===== src/design/strobe_gate_pkg.sv =====
// Shared constants for the trigger input gate and curve store.
// Assumes a 32-bit classic Wishbone register bus with byte addresses.
package strobe_gate_pkg;
   // Register byte offsets
   localparam logic [7:0] ctrl_addr = 8'h00;
   localparam logic [7:0] mode_addr = 8'h04;
   localparam logic [7:0] current_addr = 8'h08;
   localparam logic [7:0] pulse_len_addr = 8'h0c;
   localparam logic [7:0] pulse_dly_addr = 8'h10;
   localparam logic [7:0] status_addr = 8'h14;
   localparam logic [7:0] file_sel_addr = 8'h18;
   localparam logic [7:0] file_data_addr = 8'h1c;
   // Control word bits
   localparam int ctrl_enable_bit = 0;
   localparam int ctrl_output_bit = 1;
   localparam int ctrl_trig_en_bit = 2;
   localparam int ctrl_in_func_bit = 3;
   localparam int ctrl_invert_bit = 4;
   localparam int ctrl_w = 5;
   // Status bits
   localparam int stat_valid_bit = 0;
   localparam int stat_hw_act_bit = 1;
   localparam int stat_led_bit = 2;
   localparam int stat_in_bit = 3;
   localparam int stat_rec_bit = 4;
   // Operation modes
   localparam int mode_w = 3;
   localparam logic [2:0] mode_current = 3'h0;
   localparam logic [2:0] mode_trig_pulse = 3'h1;
   // Input function and file selection codes
   localparam logic in_func_edge = 1'b0;
   localparam logic in_func_hw_en = 1'b1;
   localparam logic file_table = 1'b0;
   localparam logic file_plot = 1'b1;
   // Reset values
   localparam logic [4:0] ctrl_reset = 5'h00;
   localparam logic [2:0] mode_reset = 3'h0;
   localparam logic [15:0] pulse_reset = 16'h0001;
   localparam logic [31:0] read_zero = 32'h0000_0000;
   typedef enum logic [1:0] {pulse_idle, pulse_wait, pulse_on} pulse_state_t;
endpackage


===== src/design/curve_mem.sv =====
// Sample store for the recorded LED characteristic.
// Assumes one write port and one registered read port.
`timescale 1ns/1ps
`default_nettype none
module curve_mem #(
   parameter int depth = 64,
   parameter int aw = 6,
   parameter int dw = 32
) (
   // Clock
   input wire logic clk_i,
   // Write port
   input wire logic we_i,
   input wire logic [aw-1:0] waddr_i,
   input wire logic [dw-1:0] wdata_i,
   // Read port
   input wire logic [aw-1:0] raddr_i,
   output logic [dw-1:0] rdata_o
);
   logic [dw-1:0] mem [depth];
   always_ff @(posedge clk_i) begin
      if (we_i) begin
         mem[waddr_i] <= wdata_i;
      end
   end
   always_ff @(posedge clk_i) begin
      rdata_o <= mem[raddr_i];
   end
endmodule
`default_nettype wire


===== src/design/led_trigger_gate.sv =====
// Trigger input qualification, output gating and curve upload store.
// Assumes a classic Wishbone master and a measurement front end
// that strobes voltage and current samples.
`timescale 1ns/1ps
`default_nettype none
module led_trigger_gate
   import strobe_gate_pkg::*;
#(
   parameter int cnt_w = 16,
   parameter int depth = 64,
   parameter int aw = 6
) (
   // Clock and reset
   input wire logic clk_i,
   input wire logic rst_i,
   // Wishbone slave
   input wire logic cyc_i,
   input wire logic stb_i,
   input wire logic we_i,
   input wire logic [7:0] adr_i,
   input wire logic [3:0] sel_i,
   input wire logic [31:0] dat_i,
   output logic [31:0] dat_o,
   output logic ack_o,
   // Trigger input pin pair, differential level taken as one level
   input wire logic trigger_input_positive_i,
   // Measurement front end
   input wire logic sample_i,
   input wire logic [15:0] volt_i,
   input wire logic [15:0] amp_i,
   input wire logic teach_done_i,
   // Outputs to the power stage
   output logic led_on_o,
   output logic [15:0] led_current_o,
   output logic trig_out_o,
   output logic hw_active_o
);
   logic [ctrl_w-1:0] output_control_word;
   logic [mode_w-1:0] op_mode;
   logic [15:0] output_current_setpoint;
   logic [cnt_w-1:0] pulse_len;
   logic [cnt_w-1:0] pulse_dly;
   logic file_sel;
   logic [aw-1:0] rd_ptr;
   logic [aw-1:0] wr_ptr;
   logic [aw:0] count;
   logic curve_valid;
   logic recording;
   logic out_d;
   logic [cnt_w-1:0] timer;
   pulse_state_t state;
   pulse_state_t next_state;
   logic in_active;
   logic in_rise;
   logic [31:0] mem_rdata;
   logic bus_req;
   logic wr_en;
   logic rd_en;
   logic enable;
   logic out_bit;
   logic hw_mode;
   logic gate;
   logic pulse_mode;
   logic led_next;
   logic rec_cond;
   logic mem_we;
   logic row_avail;
   logic [31:0] status_word;
   logic trig_next;

   assign bus_req = cyc_i & stb_i & ~ack_o;
   assign wr_en = bus_req & we_i & sel_i[0];
   assign rd_en = bus_req & ~we_i;
   assign enable = output_control_word[ctrl_enable_bit];
   assign out_bit = output_control_word[ctrl_output_bit];
   assign hw_mode = output_control_word[ctrl_in_func_bit] == in_func_hw_en;
   assign pulse_mode = op_mode == mode_trig_pulse;

   // Polarity applied past the synchroniser, never on the raw pin
   trig_sync u_sync (
      .clk_i(clk_i),
      .rst_i(rst_i),
      .trig_raw_i(trigger_input_positive_i),
      .invert_i(output_control_word[ctrl_invert_bit]),
      .active_o(in_active),
      .rise_o(in_rise)
   );

   // Hardware enable: outputs live only while input active
   assign gate = hw_mode ? in_active : 1'b1;

   // Wishbone acknowledge, one cycle after the request
   // Masked by ack itself, so a held strobe is answered every other cycle
   always_ff @(posedge clk_i) begin
      if (rst_i) begin
         ack_o <= 1'b0;
      end else begin
         ack_o <= bus_req;
      end
   end

   // Control word; reset leaves edge use selected
   always_ff @(posedge clk_i) begin
      if (rst_i) begin
         output_control_word <= ctrl_reset;
      end else if (wr_en && adr_i == ctrl_addr) begin
         output_control_word <= dat_i[ctrl_w-1:0];
      end
   end

   // Operation mode
   always_ff @(posedge clk_i) begin
      if (rst_i) begin
         op_mode <= mode_reset;
      end else if (wr_en && adr_i == mode_addr) begin
         op_mode <= dat_i[mode_w-1:0];
      end
   end

   // Current setpoint in mA
   always_ff @(posedge clk_i) begin
      if (rst_i) begin
         output_current_setpoint <= 16'h0000;
      end else if (wr_en && adr_i == current_addr) begin
         output_current_setpoint <= dat_i[15:0];
      end
   end

   // Pulse timing in clock cycles
   always_ff @(posedge clk_i) begin
      if (rst_i) begin
         pulse_len <= pulse_reset[cnt_w-1:0];
         pulse_dly <= pulse_reset[cnt_w-1:0];
      end else if (wr_en) begin
         if (adr_i == pulse_len_addr) begin
            pulse_len <= dat_i[cnt_w-1:0];
         end else if (adr_i == pulse_dly_addr) begin
            pulse_dly <= dat_i[cnt_w-1:0];
         end
      end
   end

   // Edge-launched pulse: delay then duration
   always_comb begin
      next_state = state;
      case (state)
         pulse_idle: begin
            if (!hw_mode && pulse_mode && enable && in_rise) begin
               next_state = pulse_wait;
            end
         end
         pulse_wait: begin
            if (timer == '0) begin
               next_state = pulse_on;
            end
         end
         pulse_on: begin
            if (timer == '0) begin
               next_state = pulse_idle;
            end
         end
         default: next_state = pulse_idle;
      endcase
      if (hw_mode || !pulse_mode || !enable) begin
         next_state = pulse_idle;
      end
   end

   always_ff @(posedge clk_i) begin
      if (rst_i) begin
         state <= pulse_idle;
      end else begin
         state <= next_state;
      end
   end

   always_ff @(posedge clk_i) begin
      if (rst_i) begin
         timer <= '0;
      end else if (state == pulse_idle) begin
         timer <= pulse_dly;
      end else if (state == pulse_wait && timer == '0) begin
         timer <= pulse_len - 1'b1;
      end else if (timer != '0) begin
         timer <= timer - 1'b1;
      end
   end

   // Trigger output: enable bit, gated by input level in hardware use
   always_comb begin
      if (hw_mode) begin
         trig_next = output_control_word[ctrl_trig_en_bit] & in_active;
      end else begin
         trig_next = output_control_word[ctrl_trig_en_bit];
      end
   end

   // LED drive selection per input function and mode
   always_comb begin
      if (hw_mode) begin
         led_next = enable & out_bit & gate;
      end else if (pulse_mode) begin
         led_next = state == pulse_on;
      end else begin
         led_next = enable & out_bit;
      end
   end

   always_ff @(posedge clk_i) begin
      if (rst_i) begin
         led_on_o <= 1'b0;
         trig_out_o <= 1'b0;
         hw_active_o <= 1'b0;
         led_current_o <= 16'h0000;
      end else begin
         led_on_o <= led_next;
         trig_out_o <= trig_next;
         hw_active_o <= hw_mode & in_active;
         led_current_o <= led_next ? output_current_setpoint : 16'h0000;
      end
   end

   // Recording runs while enable and output bits are set in current-regulated mode
   assign rec_cond = op_mode == mode_current && enable && out_bit;
   assign mem_we = recording & sample_i & (count <= (aw+1)'(depth - 1));

   always_ff @(posedge clk_i) begin
      if (rst_i) begin
         out_d <= 1'b0;
         recording <= 1'b0;
      end else begin
         out_d <= out_bit;
         recording <= rec_cond;
      end
   end

   always_ff @(posedge clk_i) begin
      if (rst_i) begin
         wr_ptr <= '0;
         count <= '0;
      end else if (rec_cond && !recording) begin
         wr_ptr <= '0;
         count <= '0;
      end else if (mem_we) begin
         wr_ptr <= wr_ptr + 1'b1;
         count <= count + 1'b1;
      end
   end

   // Curve offered after teach-in or a recording ended by clearing the output bit
   always_ff @(posedge clk_i) begin
      if (rst_i) begin
         curve_valid <= 1'b0;
      end else if (teach_done_i) begin
         curve_valid <= 1'b1;
      end else if (recording && !rec_cond && out_d && !out_bit) begin
         curve_valid <= 1'b1;
      end else if (rec_cond && !recording) begin
         curve_valid <= 1'b0;
      end
   end

   // Row: voltage in 0.01 V over current in mA
   curve_mem #(
      .depth(depth),
      .aw(aw),
      .dw(32)
   ) u_mem (
      .clk_i(clk_i),
      .we_i(mem_we),
      .waddr_i(wr_ptr),
      .wdata_i({volt_i, amp_i}),
      .raddr_i(rd_ptr),
      .rdata_o(mem_rdata)
   );

   // Reads past the recorded rows return zero, not stale memory
   assign row_avail = curve_valid && ({1'b0, rd_ptr} < count);

   // File select restarts the upload; data reads walk the rows
   always_ff @(posedge clk_i) begin
      if (rst_i) begin
         file_sel <= file_table;
         rd_ptr <= '0;
      end else if (wr_en && adr_i == file_sel_addr) begin
         file_sel <= dat_i[0];
         rd_ptr <= '0;
      end else if (rd_en && adr_i == file_data_addr && row_avail) begin
         rd_ptr <= rd_ptr + 1'b1;
      end
   end

   // Status word assembled apart from the read mux
   always_comb begin
      status_word = read_zero;
      status_word[stat_valid_bit] = curve_valid;
      status_word[stat_hw_act_bit] = hw_mode & in_active;
      status_word[stat_led_bit] = led_on_o;
      status_word[stat_in_bit] = in_active;
      status_word[stat_rec_bit] = recording;
      status_word[31:16] = {{(15-aw){1'b0}}, count};
   end

   // Read data; memory output registered, table or plot layout
   always_ff @(posedge clk_i) begin
      if (rst_i) begin
         dat_o <= read_zero;
      end else if (rd_en) begin
         if (adr_i == ctrl_addr) begin
            dat_o <= {{(32-ctrl_w){1'b0}}, output_control_word};
         end else if (adr_i == mode_addr) begin
            dat_o <= {{(32-mode_w){1'b0}}, op_mode};
         end else if (adr_i == current_addr) begin
            dat_o <= {16'h0000, output_current_setpoint};
         end else if (adr_i == pulse_len_addr) begin
            dat_o <= {{(32-cnt_w){1'b0}}, pulse_len};
         end else if (adr_i == pulse_dly_addr) begin
            dat_o <= {{(32-cnt_w){1'b0}}, pulse_dly};
         end else if (adr_i == status_addr) begin
            dat_o <= status_word;
         end else if (adr_i == file_sel_addr) begin
            dat_o <= {31'h0000_0000, file_sel};
         end else if (adr_i == file_data_addr && row_avail) begin
            if (file_sel == file_plot) begin
               dat_o <= {mem_rdata[15:0], mem_rdata[31:16]};
            end else begin
               dat_o <= mem_rdata;
            end
         end else begin
            dat_o <= read_zero;
         end
      end
   end
endmodule
`default_nettype wire


===== src/design/trig_sync.sv =====
// Two-stage synchroniser for the trigger input, polarity and edge.
// Assumes the raw input level is asynchronous to clk_i.
`timescale 1ns/1ps
`default_nettype none
module trig_sync (
   // Clock and reset
   input wire logic clk_i,
   input wire logic rst_i,
   // Trigger input
   input wire logic trig_raw_i,
   input wire logic invert_i,
   // Qualified level and edge
   output logic active_o,
   output logic rise_o
);
   logic meta;
   logic sync;
   logic sync_d;
   always_ff @(posedge clk_i) begin
      if (rst_i) begin
         meta <= 1'b0;
         sync <= 1'b0;
         sync_d <= 1'b0;
      end else begin
         meta <= trig_raw_i;
         sync <= meta;
         sync_d <= sync;
      end
   end
   // Invert selects low-active enable
   assign active_o = sync ^ invert_i;
   assign rise_o = (sync ^ invert_i) & ~(sync_d ^ invert_i);
endmodule
`default_nettype wire


===== config.mk =====
export PLATFORM = sky130hd
export DESIGN_NAME = led_trigger_gate
export DESIGN_NICKNAME = d
export VERILOG_FILES = /design/src/design/strobe_gate_pkg.sv /design/src/design/curve_mem.sv /design/src/design/led_trigger_gate.sv /design/src/design/trig_sync.sv
export SDC_FILE = /design/constraint.sdc
export NUM_CORES = 2
export LEC_CHECK = 0
export BUFFER_PORTS_ARGS = -buffer_cell sky130_fd_sc_hd__buf_2
export CAP_MARGIN = 20
export CORE_MARGIN = 3
export CORE_UTILIZATION = 59
export CTS_CLUSTER_DIAMETER = 100
export DETAILED_ROUTE_END_ITERATION = 6
export PLACE_DENSITY_LB_ADDON = 0.15
export SLEW_MARGIN = 20
export SYNTH_ARGS = -nofsm -noshare
export SYNTH_HDL_FRONTEND = slang
export SYNTH_SLANG_ARGS = --single-unit

===== constraint.sdc =====
create_clock -name clk_i -period 6.7 [get_ports clk_i]
set_input_delay 0.335 -clock clk_i [delete_from_list [all_inputs] [get_ports clk_i]]
set_output_delay 0.335 -clock clk_i [all_outputs]
set_load 0.02 [all_outputs]

# Word-level counts from Yosys, hierarchy flattened
# Memories as Yosys holds them, arrays and structs flattened. A register that Yosys moved wholly into a read port is not among the register bits.
# Cells that the tools add are included.
[totals]
register_bits = 152
ram_bits = 2048
inputBits = 84
output_inout_bits = 52
word_cells = 128
mem_count = 1
[classes]
add_sub_neg = 5
magnitude_cmp = 2
n_eq_ne = 13
n_mux = 25
bitwise_logic = 19
n_reduce_logical = 40
[memory_table]
columns = ["name", "depth", "word_bits", "read_ports", "rd_clocked_by_memory_dff", "wr", "line", "rtl"]
rows = [
  ["u_mem.mem", 64, 32, 1, 1, 1, "curve_mem.sv:20", "logic [dw-1:0] mem [depth];"],
]
[op_table]
columns = ["cell", "count"]
rows = [
  ["two-way mux 32 bit", 9],
  ["two-way mux 16 bit", 3],
  ["== test 8 x 5 -> 1 bit (second input constant)", 4],
  ["subtractor 16 x 1 -> 16 bit (second input constant)", 2],
  ["logical AND 1 bit", 18],
  ["== test 8 x 4 -> 1 bit (second input constant)", 2],
  ["zero test 16 bit", 1],
  ["nonzero test 16 bit", 1],
  ["adder 6 x 1 -> 6 bit (second input constant)", 2],
  ["AND 1 bit", 12],
  ["two-way mux 1 bit", 9],
  ["== test 8 x 3 -> 1 bit (second input constant)", 1],
  ["zero test 8 bit", 1],
  ["OR reduction 2 bit", 4],
  ["adder 7 x 1 -> 7 bit (second input constant)", 1],
  ["less-or-equal comparator 7 x 6 -> 1 bit (second input constant)", 1],
  ["less-than comparator 6 x 7 -> 1 bit", 1],
  ["zero test 1 bit", 6],
  ["two-way mux 2 bit", 3],
  ["inequality test 2 bit (second input constant)", 3],
  ["one-hot mux 2 bit (3 select lines)", 1],
  ["AND reduction 3 bit", 2],
  ["nonzero test 3 bit", 2],
  ["inverter 1 bit", 5],
  ["other kinds (8)", 10],
]

# Longest topological paths before layout
[logic_depth]
ltp_word = 11
depth_mapped = 13
depth_no_buf = 11

# By module
# Synthesis repeated with hierarchy kept, for this count alone.
[unflattened]
hier_cells = 4233
area_unflattened_um2 = 85799.8
[modules_own_cells]
columns = ["module", "n_inst", "cells_each", "area_each_um2", "seq_area_each_um2"]
rows = [
  ["curve_mem", 1, 3324, 78515.3, 62139.6],
  ["led_trigger_gate", 1, 899, 7174.4, 2982.9],
  ["trig_sync", 1, 10, 110.1, 60.1],
]

# Worst setup path after synthesis
# Ideal clock, no wire load.
[synth_timing]
path_type = "register to register"
start = "reg count[0]"
end = "mem u_mem.mem[63][0], enable pin"
setup_time_ns = 0.421
arrival_time_ns = 2.740
t_required_ns = 6.279
setup_slack_ns = 3.539
stages_incl_launch_ff = 7
n_path_buf = 2
synth_period_minus_slack_ns = 3.161
path_cell_list = "dfxtp_1 -> ha_1 -> o31a_1 -> clkbuf_1 -> nand4_1 -> clkbuf_1 -> nor2_1"
[synth_between]
elab_chain_len = 4
[synth_rtl]
columns = ["element", "line", "rtl"]
rows = [
  ["start: declaration", "led_trigger_gate.sv:46", "logic [aw:0] count;"],
  ["start signal: assignment", "led_trigger_gate.sv:246", "count <= count + 1'b1;"],
  ["less-or-equal comparator 7 x 6 -> 1 bit", "led_trigger_gate.sv:225", "assign mem_we = recording & sample_i & (count <= (aw+1)'(depth - 1));"],
  ["AND 1 bit", "led_trigger_gate.sv:225", ""],
  ["two-way mux 1 bit", "curve_mem.sv:22", "if (we_i) begin"],
  ["two-way mux 1 bit (implied by the code)", "curve_mem.sv:23", "mem[waddr_i] <= wdata_i;"],
  ["end: declaration", "curve_mem.sv:20", ""],
]
# Every way passes these cells.

# Worst setup path after layout
[layout_timing]
start = "reg timer[4]"
end = "reg timer[14]"
[layout_between]
elab_chain_len = 4
word_cells_on_any_way = 8
cone_classes = "1 x add/sub; 3 x mux; 4 x reduce/logical"
[layout_rtl]
columns = ["element", "line", "rtl"]
rows = [
  ["start: declaration", "led_trigger_gate.sv:50", "logic [cnt_w-1:0] timer;"],
  ["start signal: assignment", "led_trigger_gate.sv:181", "timer <= pulse_dly;"],
  ["start signal: assignment", "led_trigger_gate.sv:183", "timer <= pulse_len - 1'b1;"],
  ["start signal: assignment", "led_trigger_gate.sv:185", "timer <= timer - 1'b1;"],
  ["subtractor 16 x 1 -> 16 bit / zero test 16 bit (equally long branches)", "led_trigger_gate.sv:185, led_trigger_gate.sv:182", ""],
  ["two-way mux 16 bit / logical AND 1 bit (equally long branches)", "led_trigger_gate.sv:184, led_trigger_gate.sv:182", ""],
  ["two-way mux 16 bit", "led_trigger_gate.sv:182", "end else if (state == pulse_wait && timer == '0) begin"],
  ["two-way mux 16 bit", "led_trigger_gate.sv:180", "end else if (state == pulse_idle) begin"],
]
# Several ways; a longest one is shown, not always the timed one. The select of a mux whose other input is x is not followed.
# A chain may end at the register's enable or synchronous reset.

==> summary.md <==
| Metric | Value |
|---|---|
| Yosys warns | `0` |
| Worst slack, placed | `3.03 ns` |
| Total track usage | `29.0%` |
| GP Congestion | `0.899` |
| Syn Nets | `4,281` |
| Sink Count | `2,232` |
| Register share of total power | `55.5%` |
| R2r worst-path depth | `10` |
| CTS tree | `done` |
| Ports | `136` |
| Post-synthesis sequential area ratio | `76.5%` |
| Unique masters post-synth | `69` |
| Sw Ratio | `19.4%` |
| Final worst slack | `3.15 ns` |
| Leak | `29.3 nW` |
| Number of nets with antenna violations after routing | `0` |
| CTS H-tree lvls | `4` |
| Fin. max-slew vios | `0` |
| Antenna violations before repair | `17` |
| Largest net degree at the start of global routing | `132` |
| Die ar. | `149,000 sq um` |
| First-pass GRT wire length | `304 mm` |
| Min-delay worst type | `in2reg` |
| Multi-input gate area | `19,300 sq um` |
| DRC violations left | `0` |
| Pint | `22.0 mW` |
| Final clock skew | `0.0460 ns` |
| First-iteration detailed-routing DRC count | `5,766` |
| Tmin final | `3.55 ns` |
| Area delta synth->final | `12.6%` |
| Worst hold slack | `0.0712 ns` |
| Post-synth ARST share | `0%` |
| Combinational power share | `1.2%` |
| Post-CTS sizing | `0` |
| Clk_lat worst skew | `0.83 ns` |
| Post-synth EDFFs | `2,048` |
| Share of the synthesized area in the top cell type | `72.2%` |
| Worst path arrival time | `4.29 ns` |
| Status | `finished, final reports clean` |
| Nets@finish | `4,522` |
| Synthesized instance count | `4,188` |
| Slew @ Worst Pin | `1.30 ns` |
| Crit path max fanout | `8` |
| Detailed placement HPWL | `113 mm` |
| Final hold vios | `0` |
| Setup crit start kind | `flop` |
| Num CTS Buffers | `212` |
| Clock-pin slew on the worst setup and hold paths | `0.06 ns` |
| Final WL | `212 mm` |
| Synth top area cells | `edfxtp_1, mux4_2, dfxtp_1` |
| Rel. slew slack | `13.1%` |
| Yosys reg bits | `2,232` |
| Hold path depth | `5` |
| Max cap viols | `0` |
| Crit. End Element | `flop` |
| CTS Root Cell | `clkbuf_16` |
| Initial Util | `59.8%` |
| Num rows | `138` |
| IR drop worst, VDD | `0.318 mV` |
| Largest buffer count on any clock path | `3` |
| Final period util | `53.0%` |
| Filler cells | `9,044` |
| Synth Cell Area | `85,200 sq um` |
| Die Height | `386 microns` |
| Core area | `142,000 sq um` |
| Syn avg cell area | `20.3 sq um` |
| Peak Freq | `0.282 GHz` |
| Clock power frac | `43.3%` |
| Number of global-route vias before repair | `42,872` |
| Final setup vio count | `0` |
| Setup Fix Bufs, Post-CTS | `0` |
| Synth area leader | `edfxtp_1` |
| Share of layout cells above drive strength 1 | `25.9%` |
| Detailed Routing Iterations Pass 1 | `6` |
| FF/Latch Area | `65,200 sq um` |
| Top FF cell, synth | `edfxtp_1` |
| WL/cell | `32.6 microns` |
| TNS Setup | `0 ns` |
| PortBufs | `116` |
| Remaining Overflow, GRT | `0` |
| Die X | `386 microns` |
| RSZ-0062 raised after global routing | `no` |
| Pwr dens | `285 nW/um^2` |
| CP Class | `reg2reg` |
| WP data required | `7.43 ns` |
| Vias/cell | `6.68` |
| Vias | `43,522` |
| P_sw | `5.32 mW` |
power groups by stage:
stage	Sequential [mW]	Combinational [mW]	Clock, mW
final	15.2	0.338	11.8
after global routing	15.2	0.360	12.6
after CTS	15.2	0.334	12.0
after detailed placement	15.5	0.324	0
after global placement	15.5	0.309	0
after floorplan	15.5	0.0477	0
per-layer routing:
metal / track usage (%) / share of wire (%) / vias up
met5: 0 / 0 / -
met4: 9.00 / 2.8 / 0
met3: 5.93 / 10 / 303
met2: 44.9 / 48 / 2290
met1: 42.6 / 39 / 22987
li1: - / - / 17942
per-stage QoR:
step	instances	instance area (sq um)	util (%)	total power, mW
after CTS	6499	95800	67.3	27.5
after detailed placement	6079	88700	62.3	15.8
final	6514	95900	67.3	27.4
after global routing	6504	95900	67.3	28.1
after floorplan	4188	85200	-	15.5
after global placement	6079	88700	62.3	15.8
repair_timing:
item	4_1_cts	5_1_grt
hold endpoints to repair	64	0
hold buffers	24	0
setup endpoints to repair	0	0
cells by family (layout without fill, tap and decap cells):
group | after synthesis | count (layout) | synth area share [%]
flip-flops | 2232 | 2232 | 76.5
AO/OA/AOI/OAI | 599 | 599 | 4.53
multiplexers | 584 | 584 | 14.4
XOR/XNOR | 19 | 19 | 0.195
other | 0 | 13 | 0
adder cells (fa/ha/maj) | 9 | 9 | 0.132
buffers and inverters | 263 | 686 | 1.42
AND/OR/NAND/NOR | 482 | 482 | 2.77
sequential cells by signal, indices dropped and copies added (netlist names), 5 cells and up:
name,flops
output_current_setpoint,16
led_current_o,16
wr_ptr,6
u_mem.rdata_o,32
rd_ptr,6
count,7
pulse_len,16
output_control_word,5
pulse_dly,16
timer,16
dat_o,32
u_mem.mem,2048
cell type report:
class,count,area share [%]
timing repair buffer,280,2.14
clock buffer,271,5.95
inverter,10,0.0391
tap,1890,2.47
sequential,2232,68.0
clock inverter,125,1.24
multi-input combinational,1693,20.2
antenna,13,0.0339
layout by cell type, fill, tap and decap left out, types with 13 or more instances in the layout:
cell | Yosys | layout
clkinv_1 | 0 | 55
buf_2 | 40 | 116
bufinv_16 | 0 | 21
a22oi_1 | 263 | 263
a31oi_1 | 17 | 17
nor2_4 | 0 | 65
o21ai_0 | 39 | 39
nand2_1 | 137 | 137
clkinv_2 | 0 | 30
nor2_1 | 163 | 97
mux2_2 | 31 | 31
nand3_1 | 28 | 28
dfxtp_1 | 184 | 182
clkbuf_1 | 166 | 48
a21oi_1 | 212 | 210
mux4_2 | 512 | 512
mux2i_1 | 41 | 41
and2_1 | 22 | 21
edfxtp_1 | 2048 | 2048
a221oi_1 | 15 | 15
or3_1 | 13 | 13
o21ai_1 | 13 | 13
or4_1 | 34 | 34
buf_12 | 0 | 14
dlygate4sd3_1 | 0 | 24
diode_2 | 0 | 13
buf_4 | 5 | 124
clkbuf_16 | 0 | 218
path summary, 6_finish.rpt:
kind,slack (ns),from,endpoint
max,3.15,timer[4],timer[14]
min,0.07,we_i,dat_o[4]
max reg2reg,3.15,timer[4],timer[14]
min reg2reg,0.45,dat_o[13],dat_o[13]
critical path, stage by stage, from the launching register on:
cell and delay, ns:
dfxtp_1 0.47, or4_1 0.29, nor4_2 0.10, and2_1 0.30, a21oi_1 0.24, ha_1 0.22
or3b_1 0.44, a2111oi_1 0.83, nand3_1 0.21, mux2i_1 0.17, a211oi_1 0.20
Yosys cell counts (6+ instances only):
master    instances
edfxtp_1       2048
mux4_2          512
a22oi_1         263
a21oi_1         212
dfxtp_1         184
clkbuf_1        166
nor2_1          163
nand2_1         137
mux2i_1          41
buf_2            40
o21ai_0          39
or4_1            34
mux2_2           31
nand3_1          28
and2_1           22
buf_1            22
buf_6            20
a31oi_1          17
a221oi_1         15
nor3_1           14
o21ai_1          13
or3_1            13
nor2b_1          11
xnor2_1          11
a211oi_1         10
inv_1            10
nand4_1          10
ha_1              9
nand2b_1          8
xor2_1            8
nand3b_1          6
or2_2             6
(Power assumes the default switching activity.)
